## config.mk

```make
export PLATFORM = sky130hd
export DESIGN_NAME = npe_engine
export DESIGN_NICKNAME = d
export VERILOG_FILES = /design/src/npe_pkg.sv /design/src/npe_engine.sv /design/src/npe_result_mem.sv
export SDC_FILE = /design/constraint.sdc
export NUM_CORES = 1
export LEC_CHECK = 0
export BUFFER_PORTS_ARGS = -buffer_cell sky130_fd_sc_hd__buf_2
export CAP_MARGIN = 20
export CELL_PAD_IN_SITES_DETAIL_PLACEMENT = 2
export CELL_PAD_IN_SITES_GLOBAL_PLACEMENT = 2
export CORE_MARGIN = 2
export CORE_UTILIZATION = 45
export CTS_BUF_LIST = sky130_fd_sc_hd__clkbuf_8
export DETAILED_ROUTE_END_ITERATION = 7
export PLACE_DENSITY = 0.87
export SYNTH_ARGS = -nofsm -noshare
export SYNTH_HDL_FRONTEND = slang
export SYNTH_SLANG_ARGS = --single-unit
```

## constraint.sdc

```tcl
create_clock -name clk_i -period 11.07 [get_ports clk_i]
set_input_delay 0 -clock clk_i [delete_from_list [all_inputs] [get_ports clk_i]]
set_output_delay 0 -clock clk_i [all_outputs]
set_load 0.03 [all_outputs]
```

## src/npe_pkg.sv

```systemverilog
// constants shared by the nand page code engine
package npe_pkg;
	// register byte offsets
	localparam logic [7:0] OFS_CTRL = 8'h00;
	localparam logic [7:0] OFS_MODE = 8'h04;
	localparam logic [7:0] OFS_SR1 = 8'h08;
	localparam logic [7:0] OFS_PR0 = 8'h0c;
	localparam logic [7:0] OFS_PR1 = 8'h10;
	localparam logic [7:0] OFS_SR2 = 8'h14;
	localparam logic [7:0] OFS_PR2 = 8'h18;
	localparam logic [7:0] OFS_PR15 = 8'h4c;
	localparam logic [7:0] OFS_MASK = 8'h80;
	// control register bits
	localparam int CTRL_PRST = 0;
	localparam int CTRL_SRST = 1;
	// mode register fields
	localparam int MODE_PSEL_LO = 0;
	localparam int MODE_W16 = 2;
	localparam int MODE_GRAN_LO = 4;
	localparam logic [7:0] MODE_RESET = 8'h00;
	localparam logic [7:0] MODE_MASK = 8'h37;
	// status bits
	localparam int ST_REC = 0;
	localparam int ST_CODE = 1;
	localparam int ST_MULT = 2;
	localparam int ST_READY = 3;
	localparam int ST_W = 4;
	// page length selections and main-area word counts
	localparam logic [1:0] PSEL_528 = 2'h0;
	localparam logic [1:0] PSEL_2112 = 2'h1;
	localparam logic [1:0] PSEL_4224 = 2'h2;
	localparam logic [12:0] MAIN_528 = 13'h0200;
	localparam logic [12:0] MAIN_2112 = 13'h0800;
	localparam logic [12:0] MAIN_4224 = 13'h1000;
	// correction granularity codes and segment sizes in bytes
	localparam logic [1:0] GRAN_PAGE = 2'h0;
	localparam logic [1:0] GRAN_256 = 2'h1;
	localparam logic [1:0] GRAN_512 = 2'h2;
	localparam logic [12:0] SEG_256 = 13'h0100;
	localparam logic [12:0] SEG_512 = 13'h0200;
	// flash commands that open a protected transfer
	localparam logic [7:0] CMD_READ = 8'h00;
	localparam logic [7:0] CMD_PROG = 8'h80;
	// result storage
	localparam int NUM_PR = 16;
	localparam int PR_AW = 4;
	// column parity masks, one per bit of the bit index
	localparam logic [15:0] COL_M0 = 16'haaaa;
	localparam logic [15:0] COL_M1 = 16'hcccc;
	localparam logic [15:0] COL_M2 = 16'hf0f0;
	localparam logic [15:0] COL_M3 = 16'hff00;
	// engine states
	typedef enum logic [2:0] {
		ST_IDLE = 3'b000,
		ST_ADDR = 3'b001,
		ST_MAIN = 3'b010,
		ST_SPARE = 3'b011,
		ST_DONE = 3'b100
	} npe_state_e;
endpackage

```

## src/npe_engine.sv

```systemverilog
// nand page code engine: wishbone slave, parity fold, read-back check
// Notes on behaviour
// - correct one bad bit, detect two, flag more as uncorrectable
// - page words are 8 or 16 bits wide; page size counts main plus spare
// - mode field picks page length 528, 2112 or 4224 words
// - mode field picks one code per page, per 256 or per 512 bytes
// - flash command 00h or 80h starts parity computation
// - results become available when the counter hits the last main word
// - parity results stay frozen until the next command plus address
// - only as many result registers as segments carry meaning
// - registers answer as a bus slave
// - read-back sets recoverable, code-error or multiple flags with location
// - status and parity clear on each 00h or 80h command and on soft reset
// - writing one to the parity reset bit clears results; zero does nothing
//
// The Wishbone register port and the register offsets were decided locally.
`timescale 1ns/10ps
module npe_engine (
	// clock and reset
	input wire logic clk_i,
	input wire logic rst_i,
	// wishbone slave
	input wire logic wb_cyc_i,
	input wire logic wb_stb_i,
	input wire logic wb_we_i,
	input wire logic [7:0] wb_adr_i,
	input wire logic [3:0] wb_sel_i,
	input wire logic [31:0] wb_dat_i,
	output logic [31:0] wb_dat_o,
	output logic wb_ack_o,
	// flash bus monitor
	input wire logic nand_cmd_i,
	input wire logic nand_addr_i,
	input wire logic nand_data_valid_i,
	input wire logic [15:0] nand_data_i,
	// interrupt
	output logic irq_o
);
	import npe_pkg::*;

	npe_state_e state_reg, state_next;
	logic ack_reg;
	logic [31:0] dat_reg;
	logic pr_rd_reg;
	logic pr_ok_reg;
	logic [7:0] code_mode_reg;
	logic [ST_W-1:0] code_status_reg1;
	logic [ST_W-1:0] mask_reg;
	logic [NUM_PR-1:0] valid_reg;
	logic [NUM_PR-1:0] seg_err_reg;
	logic op_read_reg;
	logic [12:0] word_cnt_reg, seg_cnt_reg;
	logic [4:0] seg_idx_reg, chk_idx_reg;
	logic [11:0] row_even_reg, row_odd_reg;
	logic [15:0] col_reg;
	logic [1:0] piece_reg;
	logic [31:0] stored_reg;
	logic chk_pend_reg;
	logic [31:0] mem_rd_a, mem_rd_b;

	////////////////////////////////////////////////////////////////////////
	// bus decode
	wire bus_req = wb_cyc_i & wb_stb_i & ~ack_reg;
	wire bus_wr = bus_req & wb_we_i & wb_sel_i[0];
	wire bus_rd = bus_req & ~wb_we_i;
	wire [5:0] wadr = wb_adr_i[7:2];
	wire hit_pr01 = (wb_adr_i == OFS_PR0) | (wb_adr_i == OFS_PR1);
	wire hit_prn = (wb_adr_i >= OFS_PR2) & (wb_adr_i <= OFS_PR15);
	wire hit_pr = hit_pr01 | hit_prn;
	wire [5:0] pr_idx6 = (wb_adr_i == OFS_PR0) ? 6'h00 :
		(wb_adr_i == OFS_PR1) ? 6'h01 : wadr - 6'h04;
	wire [PR_AW-1:0] pr_idx = pr_idx6[PR_AW-1:0];
	wire wr_ctrl = bus_wr & (wb_adr_i == OFS_CTRL);
	wire wr_mode = bus_wr & (wb_adr_i == OFS_MODE);
	wire wr_mask = bus_wr & (wb_adr_i == OFS_MASK);
	wire rd_sr1 = bus_rd & (wb_adr_i == OFS_SR1);
	wire soft_rst = wr_ctrl & wb_dat_i[CTRL_SRST];
	wire par_rst = wr_ctrl & wb_dat_i[CTRL_PRST];

	////////////////////////////////////////////////////////////////////////
	// page geometry from the mode register
	wire [1:0] psel = code_mode_reg[MODE_PSEL_LO +: 2];
	wire [1:0] gran = code_mode_reg[MODE_GRAN_LO +: 2];
	wire w16 = code_mode_reg[MODE_W16];
	wire [12:0] main_words = (psel == PSEL_2112) ? MAIN_2112 :
		(psel == PSEL_4224) ? MAIN_4224 : MAIN_528;
	// segment length per granularity, halved for wide words except with one code per page
	wire [12:0] seg_bytes = (gran == GRAN_512) ? SEG_512 : SEG_256;
	wire [12:0] seg_words = (gran == GRAN_PAGE) ? main_words :
		(w16 ? (seg_bytes >> 1) : seg_bytes);
	wire [12:0] main_last = main_words - 13'h0001;
	wire [12:0] seg_last = seg_words - 13'h0001;
	wire [11:0] row_used = seg_last[11:0];
	wire [3:0] col_used = w16 ? 4'hf : 4'h7;
	wire [5:0] nseg6 = (gran == GRAN_PAGE) ? 6'h01 :
		6'((main_words >> 8) >> ((gran == GRAN_512) ? 1 : 0) << w16);
	// only the first sixteen segments are checked; 32 would wrap a 5-bit compare
	wire [4:0] nseg_chk = (nseg6 > 6'h10) ? 5'd16 : nseg6[4:0];

	////////////////////////////////////////////////////////////////////////
	// flash monitor events
	wire start_cmd = nand_cmd_i & ((nand_data_i[7:0] == CMD_READ) |
		(nand_data_i[7:0] == CMD_PROG));
	wire in_data = (state_reg == ST_ADDR) | (state_reg == ST_MAIN);
	// command and address cycles never count as page data
	wire take_word = nand_data_valid_i & ~nand_cmd_i & ~nand_addr_i & in_data;
	wire main_end = take_word & (word_cnt_reg == main_last);
	wire seg_end = take_word & (seg_cnt_reg == seg_last);
	wire [15:0] word_v = w16 ? nand_data_i : {8'h00, nand_data_i[7:0]};
	wire word_par = ^word_v;
	// a code byte may follow the check cycle directly, so none is dropped then
	wire take_code = nand_data_valid_i & ~nand_addr_i & (state_reg == ST_SPARE);
	wire code_last = take_code & (piece_reg == (w16 ? 2'h1 : 2'h3));
	wire clr_all = start_cmd | soft_rst;

	////////////////////////////////////////////////////////////////////////
	// running parity with this word folded in
	logic [11:0] row_even_n, row_odd_n;
	logic [15:0] col_n;
	logic [3:0] col_even, col_odd;
	logic [15:0] col_m [4];
	assign col_m[0] = COL_M0;
	assign col_m[1] = COL_M1;
	assign col_m[2] = COL_M2;
	assign col_m[3] = COL_M3;
	assign col_n = col_reg ^ word_v;
	// row parity split by each word-index bit, column by bit index
	genvar gi;
	generate
		for (gi = 0; gi < 12; gi++) begin : g_row
			assign row_odd_n[gi] = row_odd_reg[gi] ^ (word_par & seg_cnt_reg[gi]);
			assign row_even_n[gi] = row_even_reg[gi] ^
				(word_par & ~seg_cnt_reg[gi] & row_used[gi]);
		end
		for (gi = 0; gi < 4; gi++) begin : g_col
			assign col_odd[gi] = ^(col_n & col_m[gi]) & col_used[gi];
			assign col_even[gi] = ^(col_n & ~col_m[gi]) & col_used[gi];
		end
	endgenerate
	wire [31:0] seg_code = {col_odd, col_even, row_odd_n, row_even_n};

	////////////////////////////////////////////////////////////////////////
	// read-back check of a stored code against the computed one
	wire [31:0] syn = stored_reg ^ mem_rd_b;
	wire [11:0] syn_row_x = syn[23:12] ^ syn[11:0];
	wire [3:0] syn_col_x = syn[31:28] ^ syn[27:24];
	wire syn_zero = (syn == 32'h0000_0000);
	wire syn_one = ~syn_zero & ((syn & (syn - 32'h0000_0001)) == 32'h0000_0000);
	wire syn_rec = (syn_row_x == row_used) & (syn_col_x == col_used);
	wire chk_go = chk_pend_reg & op_read_reg;
	// one bad data bit is correctable, a lone code bit is code error
	wire ev_rec = chk_go & syn_rec;
	wire ev_code = chk_go & ~syn_rec & syn_one;
	wire ev_mult = chk_go & ~syn_zero & ~syn_rec & ~syn_one;
	wire [ST_W-1:0] events = {main_end, ev_mult, ev_code, ev_rec};

	// result memory write: segment code, or location on a fixable error
	wire seg_ok = (seg_idx_reg < 5'd16);
	wire mem_we = (seg_end & seg_ok) | ev_rec;
	wire [PR_AW-1:0] mem_wa = ev_rec ? chk_idx_reg[PR_AW-1:0] : seg_idx_reg[PR_AW-1:0];
	wire [31:0] mem_wd = ev_rec ? {16'h0000, syn[23:12], syn[31:28]} : seg_code;

	npe_result_mem u_mem (
		.clk_i(clk_i),
		.we_i(mem_we),
		.waddr_i(mem_wa),
		.wdata_i(mem_wd),
		.raddr_a_i(pr_idx),
		.rdata_a_o(mem_rd_a),
		.raddr_b_i(chk_idx_reg[PR_AW-1:0]),
		.rdata_b_o(mem_rd_b)
	);

	////////////////////////////////////////////////////////////////////////
	// engine state
	always_comb begin
		state_next = state_reg;
		case (state_reg)
			ST_IDLE: state_next = ST_IDLE;
			ST_ADDR: state_next = main_end ? ST_DONE : (take_word ? ST_MAIN : ST_ADDR);
			ST_MAIN: state_next = main_end ? (op_read_reg ? ST_SPARE : ST_DONE) : ST_MAIN;
			ST_SPARE: state_next = (chk_go & (chk_idx_reg + 5'd1 >= nseg_chk)) ?
				ST_DONE : ST_SPARE;
			ST_DONE: state_next = ST_DONE;
			default: state_next = ST_IDLE;
		endcase
		// read or program command restarts the engine
		if (start_cmd) begin
			state_next = ST_ADDR;
		end
	end

	always_ff @(posedge clk_i) begin
		if (rst_i) begin
			state_reg <= ST_IDLE;
			op_read_reg <= 1'b0;
		end else begin
			state_reg <= state_next;
			if (start_cmd) begin
				op_read_reg <= (nand_data_i[7:0] == CMD_READ);
			end
		end
	end

	// word and segment counters run from the first data word
	// no page-offset tracking: counting assumes a page-aligned start
	always_ff @(posedge clk_i) begin
		if (rst_i | start_cmd) begin
			word_cnt_reg <= 13'h0000;
			seg_cnt_reg <= 13'h0000;
			seg_idx_reg <= 5'd0;
		end else if (take_word) begin
			word_cnt_reg <= word_cnt_reg + 13'h0001;
			seg_cnt_reg <= seg_end ? 13'h0000 : seg_cnt_reg + 13'h0001;
			seg_idx_reg <= seg_end ? seg_idx_reg + 5'd1 : seg_idx_reg;
		end
	end

	// parity accumulators restart at each segment edge
	always_ff @(posedge clk_i) begin
		if (rst_i | start_cmd | seg_end) begin
			row_even_reg <= 12'h000;
			row_odd_reg <= 12'h000;
			col_reg <= 16'h0000;
		end else if (take_word) begin
			row_even_reg <= row_even_n;
			row_odd_reg <= row_odd_n;
			col_reg <= col_n;
		end
	end

	// stored codes follow the main area, low byte or word first
	always_ff @(posedge clk_i) begin
		if (rst_i | start_cmd) begin
			piece_reg <= 2'h0;
			stored_reg <= 32'h0000_0000;
			chk_pend_reg <= 1'b0;
			chk_idx_reg <= 5'd0;
		end else begin
			if (take_code) begin
				piece_reg <= code_last ? 2'h0 : piece_reg + 2'h1;
				stored_reg <= w16 ? {nand_data_i, stored_reg[31:16]} :
					{nand_data_i[7:0], stored_reg[31:8]};
			end
			chk_pend_reg <= code_last & (chk_idx_reg < 5'd16);
			if (chk_go) begin
				chk_idx_reg <= chk_idx_reg + 5'd1;
			end
		end
	end

	////////////////////////////////////////////////////////////////////////
	// result validity and per-segment error summary
	// a read or program command or soft reset empties results
	// parity reset bit clears results, zero in it does nothing
	// no other path clears valid results, and only a recoverable-error location rewrites one, until a restart
	// a segment finishing in the parity-reset cycle still lands: set wins
	always_ff @(posedge clk_i) begin
		if (rst_i | clr_all) begin
			valid_reg <= '0;
			seg_err_reg <= '0;
		end else begin
			if (par_rst) begin
				valid_reg <= '0;
				seg_err_reg <= '0;
			end
			if (seg_end & seg_ok) begin
				valid_reg[seg_idx_reg[PR_AW-1:0]] <= 1'b1;
			end
			if (ev_rec | ev_code | ev_mult) begin
				seg_err_reg[chk_idx_reg[PR_AW-1:0]] <= 1'b1;
			end
		end
	end

	// sticky flags, cleared by a status read, set wins over clear
	always_ff @(posedge clk_i) begin
		if (rst_i | clr_all) begin
			code_status_reg1 <= '0;
		end else begin
			code_status_reg1 <= (rd_sr1 ? '0 : code_status_reg1) | events;
		end
	end

	// software sets width, length and granularity
	always_ff @(posedge clk_i) begin
		if (rst_i) begin
			code_mode_reg <= MODE_RESET;
			mask_reg <= '0;
		end else begin
			if (wr_mode) begin
				code_mode_reg <= wb_dat_i[7:0] & MODE_MASK;
			end
			if (wr_mask) begin
				mask_reg <= wb_dat_i[ST_W-1:0];
			end
		end
	end

	assign irq_o = |(code_status_reg1 & mask_reg);

	////////////////////////////////////////////////////////////////////////
	// one-wait-state answer, unmapped reads give zero
	wire [31:0] rd_mux = (wb_adr_i == OFS_MODE) ? {24'h0, code_mode_reg} :
		(wb_adr_i == OFS_SR1) ? {28'h0, code_status_reg1} :
		(wb_adr_i == OFS_SR2) ? {16'h0, seg_err_reg} :
		(wb_adr_i == OFS_MASK) ? {28'h0, mask_reg} : 32'h0000_0000;

	always_ff @(posedge clk_i) begin
		if (rst_i) begin
			ack_reg <= 1'b0;
			dat_reg <= 32'h0000_0000;
			pr_rd_reg <= 1'b0;
			pr_ok_reg <= 1'b0;
		end else begin
			ack_reg <= bus_req;
			dat_reg <= bus_rd ? rd_mux : 32'h0000_0000;
			pr_rd_reg <= bus_rd & hit_pr;
			pr_ok_reg <= valid_reg[pr_idx];
		end
	end

	// a result word reads zero unless its segment was computed
	assign wb_dat_o = pr_rd_reg ? (pr_ok_reg ? mem_rd_a : 32'h0000_0000) : dat_reg;
	assign wb_ack_o = ack_reg;

	////////////////////////////////////////////////////////////////////////
	// checks
	chk_ack_single: assert property (@(posedge clk_i) disable iff (rst_i)
		wb_ack_o |=> !wb_ack_o) else $error("ack held more than one cycle");
	chk_ack_follows: assert property (@(posedge clk_i) disable iff (rst_i)
		(wb_cyc_i && wb_stb_i && !wb_ack_o) |=> wb_ack_o) else $error("ack not given");
	chk_start_clears: assert property (@(posedge clk_i) disable iff (rst_i)
		start_cmd |=> (code_status_reg1 == '0) && (valid_reg == '0))
		else $error("command did not clear status and results");
	chk_prst_clears: assert property (@(posedge clk_i) disable iff (rst_i)
		(par_rst && !(seg_end && seg_ok)) |=> (valid_reg == '0)) else $error("parity reset ignored");
	chk_ready_end: assert property (@(posedge clk_i) disable iff (rst_i)
		(main_end && !start_cmd && !soft_rst) |=> code_status_reg1[ST_READY])
		else $error("ready flag missing at main end");
	chk_frozen_done: assert property (@(posedge clk_i) disable iff (rst_i)
		(state_reg == ST_DONE && !clr_all && !par_rst) |=> $stable(valid_reg))
		else $error("results changed while frozen");
	chk_cmd_start: assert property (@(posedge clk_i) disable iff (rst_i)
		start_cmd |=> (state_reg == ST_ADDR) && (word_cnt_reg == 13'h0000))
		else $error("command did not arm counting");
	chk_count_step: assert property (@(posedge clk_i) disable iff (rst_i)
		(take_word && !start_cmd) |=> word_cnt_reg == $past(word_cnt_reg) + 13'h0001)
		else $error("word counter skipped");
	chk_ignore_ctl: assert property (@(posedge clk_i) disable iff (rst_i)
		(!nand_data_valid_i && !start_cmd && !seg_end) |=> $stable(col_reg))
		else $error("non-data cycle folded");
	chk_irq_level: assert property (@(posedge clk_i) disable iff (rst_i)
		(ev_mult && mask_reg[ST_MULT] && !clr_all) |=> irq_o)
		else $error("masked-in error raised no interrupt");
endmodule

```

## src/npe_result_mem.sv

```systemverilog
// result store: one write port, two registered read ports
`timescale 1ns/10ps
module npe_result_mem (
	// clock
	input wire logic clk_i,
	// write port
	input wire logic we_i,
	input wire logic [npe_pkg::PR_AW-1:0] waddr_i,
	input wire logic [31:0] wdata_i,
	// bus read port
	input wire logic [npe_pkg::PR_AW-1:0] raddr_a_i,
	output logic [31:0] rdata_a_o,
	// engine read port
	input wire logic [npe_pkg::PR_AW-1:0] raddr_b_i,
	output logic [31:0] rdata_b_o
);
	import npe_pkg::*;

	logic [31:0] mem [NUM_PR];

	// contents need no reset: a valid vector outside masks stale words
	always_ff @(posedge clk_i) begin
		if (we_i) begin
			mem[waddr_i] <= wdata_i;
		end
		rdata_a_o <= mem[raddr_a_i];
		rdata_b_o <= mem[raddr_b_i];
	end
endmodule

```

==> flow_summary.toml <==
[outcome]
status = "finished clean"

[run]
max_cap_viol_count = 0

[cts]
cts_buffers = 133
clock_latency_ns = 0.86
cts_root_buf = "clkbuf_8"
clk_path_buf_depth = 3
postCtsSetupBuffers = 0
clk_pin_slew_ns = 0.06
cts_tree = "built"
clock_sinks = 755
htree_levels = 4

[place]
placed_cell_area_um2 = 37200
hpwl_mm = 78.6
routabilityCongestion = 0.897
port_buffers = 72

[synth]
synth_top_area_cell = "edfxtp_1"
ys_warn_count = 0
synth_top_cell_area_share_pct = 43.0
synth_nets = 2798
yosys-top-cells-area = "edfxtp_1 (43%), dfxtp_1 (14%), mux4_2 (12%), mux2i_1 (5.4%), xnor2_1 (3.3%)"
ys_types = 61
yosys-top-cells-count = "edfxtp_1 (512), nand2_1 (246), dfxtp_1 (243), nor2_1 (237)"
syn_area_per_cell_um2 = 13.2
synthFlopType = "edfxtp_1"
yosysSeqAreaShare_pct = 56.6
synth-edff-count = 512
netlist_area_um2 = 35700
synth_most_common_cell = "edfxtp_1"
async_reset_ff_share_pct = 0
ys_ff_latch = 755
synth_cells = 2702

[finish]
final_net_count = 2949
fin_area_um2 = 40600
largest_reg_flops = 512
syn2layout_area_growth_pct = 13.7
top_register = "u_mem.mem"
drive_gt1_share_pct = 19.8

[hold_path]
min_path_type = "primary input to flip-flop"

[global_routing]
grt_pass1_vias = 30200
grt_max_degree = 75
antenna_found_initial = 5
grt_pass1_wl_mm = 223
grt.total_usage_pct = 37.8
grt_overflow = 0

[worst_setup_path]
critPathMaxFanout = 47
cp.arrival_ns = 6.58
end_kind = "flip-flop"
cp_data_required_time_ns = 11.53
worst-setup-path-type = "flip-flop to flip-flop"
start_kind = "flip-flop"

[sta]
fin_crit_sh_pct = 55.3
setup_viol = 0
relSlewSlack_pct = 21.1
hold_viol_final = 0
max_freq_ghz = 0.163
rsz0062_at_grt = "no"
drv_slew = 0
worst_hold_slack_ns = 0.0930
tightest_slew_ns = 1.16
post-route-min-period_ns = 6.12
setup_tns_ns = 0
final.setup_skew_ns = 0.0669

[route]
final_antenna_net_count = 0
routedWlPerCell_um = 38.7
routed_via_density = 6.88
drtIter0Drc = 3348
drc_errors = 0
wl_mm = 155
num_vias = 27600
dr.pass1.iters = 6

[floorplan]
start_util_pct = 45.3
die_h_um = 286
core_area_um2 = 78900
die_w_um = 286
design.die.area_um2 = 81700
rows = 103
io_pins = 102

[power_and_ir_drop]
p_leak_uw = 0.0134
seq_power_share_pct = 49.1
powerDensity_nw_per_um2 = 155
swShare_pct = 27.7
p_comb_share_pct = 7.5
ir_drop_mv = 0.112
pwr-share-clk_pct = 43.4
power.switching_uw = 1750
internal-power_uw = 4560
cell families (layout without fill, tap and decap cells):
| kind of cell | Yosys count | in the layout | share of synthesized area, % |
|---|---|---|---|
| adders and majority gates | 29 | 29 | 1.01 |
| and+or+nand+nor | 711 | 711 | 9.16 |
| muxes | 386 | 386 | 17.6 |
| xor gates and xnor gates | 230 | 230 | 5.88 |
| DFF | 755 | 755 | 56.6 |
| AOI/OAI and AO/OA | 364 | 364 | 7.13 |
| other | 0 | 2 | 0 |
| buffers and inverters | 227 | 485 | 2.63 |
layout by cell type (no fill, tap or decap), types with 30 or more instances in the layout:
cell type / instances
xnor2_1: 136
a211oi_1: 136
nor2_1: 221
and2_1: 77
a311oi_1: 35
edfxtp_1: 512
and3_1: 30
xor2_1: 83
dlygate4sd3_1: 60
inv_1: 85
clkbuf_8: 152
mux2i_1: 184
buf_4: 66
mux4_2: 193
nand2_1: 244
dfxtp_1: 237
a21oi_1: 68
buf_2: 72
a31oi_1: 37
power by group through the flow:
| stage | registers (uW) | clock network (uW) | logic, uW |
|---|---|---|---|
| detailed placement | 3160 | 0 | 406 |
| global placement | 3160 | 0 | 362 |
| floorplan | 3150 | 0 | 236 |
| CTS | 3100 | 2730 | 444 |
| finish | 3100 | 2740 | 473 |
| global route | 3100 | 2850 | 485 |
stage by stage:
step | setup WS (ns) | instances | utilization [%] | power [uW]
after floorplan | 6.78 | 2702 | - | 3390
after global placement | 5.66 | 3691 | 47.2 | 3520
after detailed placement | 5.33 | 3695 | 47.2 | 3560
after CTS | 5.24 | 3997 | 51.3 | 6270
after global routing | 4.75 | 4011 | 51.5 | 6430
final | 4.95 | 4012 | 51.5 | 6310
metal layers:
layer	up-vias	global-route usage, %	wire, um
li1	10500	-	-
met1	14300	44.9	54700
met2	2125	61.9	75400
met3	627	8.31	14200
met4	2	25.1	11000
met5	-	0	12
worst max-delay path, cell delays in order, from the launching register on:
cell and delay (ns):
dfxtp_2 0.31, buf_4 0.60, nand2_1 0.47, ha_1 0.37, ha_1 0.22, xnor2_1 0.46, xnor2_1 0.14, nor3_1 0.28
nand3_1 0.62, nor4_1 0.47, mux2i_1 0.40, nor2_4 0.79, buf_4 0.52
cell type report:
cell class              count  area [um^2]
well taps                1050         1310
flip-flops and latches    755        20300
diodes                      2         5.00
clock inverters            90          517
multi-input cells        1720        14800
clock buffers             152         2090
repair buffers            204         1560
fillers                  7263        38200
inverters                  39          146
path summary, 6_finish.rpt:
check / start / end / slack [ns] / cells after the start
max: code_mode_reg[2]$_SDFFE_PP0P_ / u_mem.mem[1][6]$_DFFE_PP_ / 4.95 / 12
min: wb_dat_i[0] / code_mode_reg[0]$_SDFFE_PP0P_ / 0.09 / 4
max reg2reg: code_mode_reg[2]$_SDFFE_PP0P_ / u_mem.mem[1][6]$_DFFE_PP_ / 4.95 / 12
min reg2reg: seg_err_reg[7]$_SDFF_PP0_ / dat_reg[7]$_SDFF_PP0_ / 0.50 / 1
timing repair:
item                                   4_1_cts  5_1_grt
hold buffers                                60        0
endpoints found under the hold margin       85        0
setup endpoints to repair                    0        0
gates resized for setup                      0        0
Note: power is estimated with default switching activity, not from simulation.
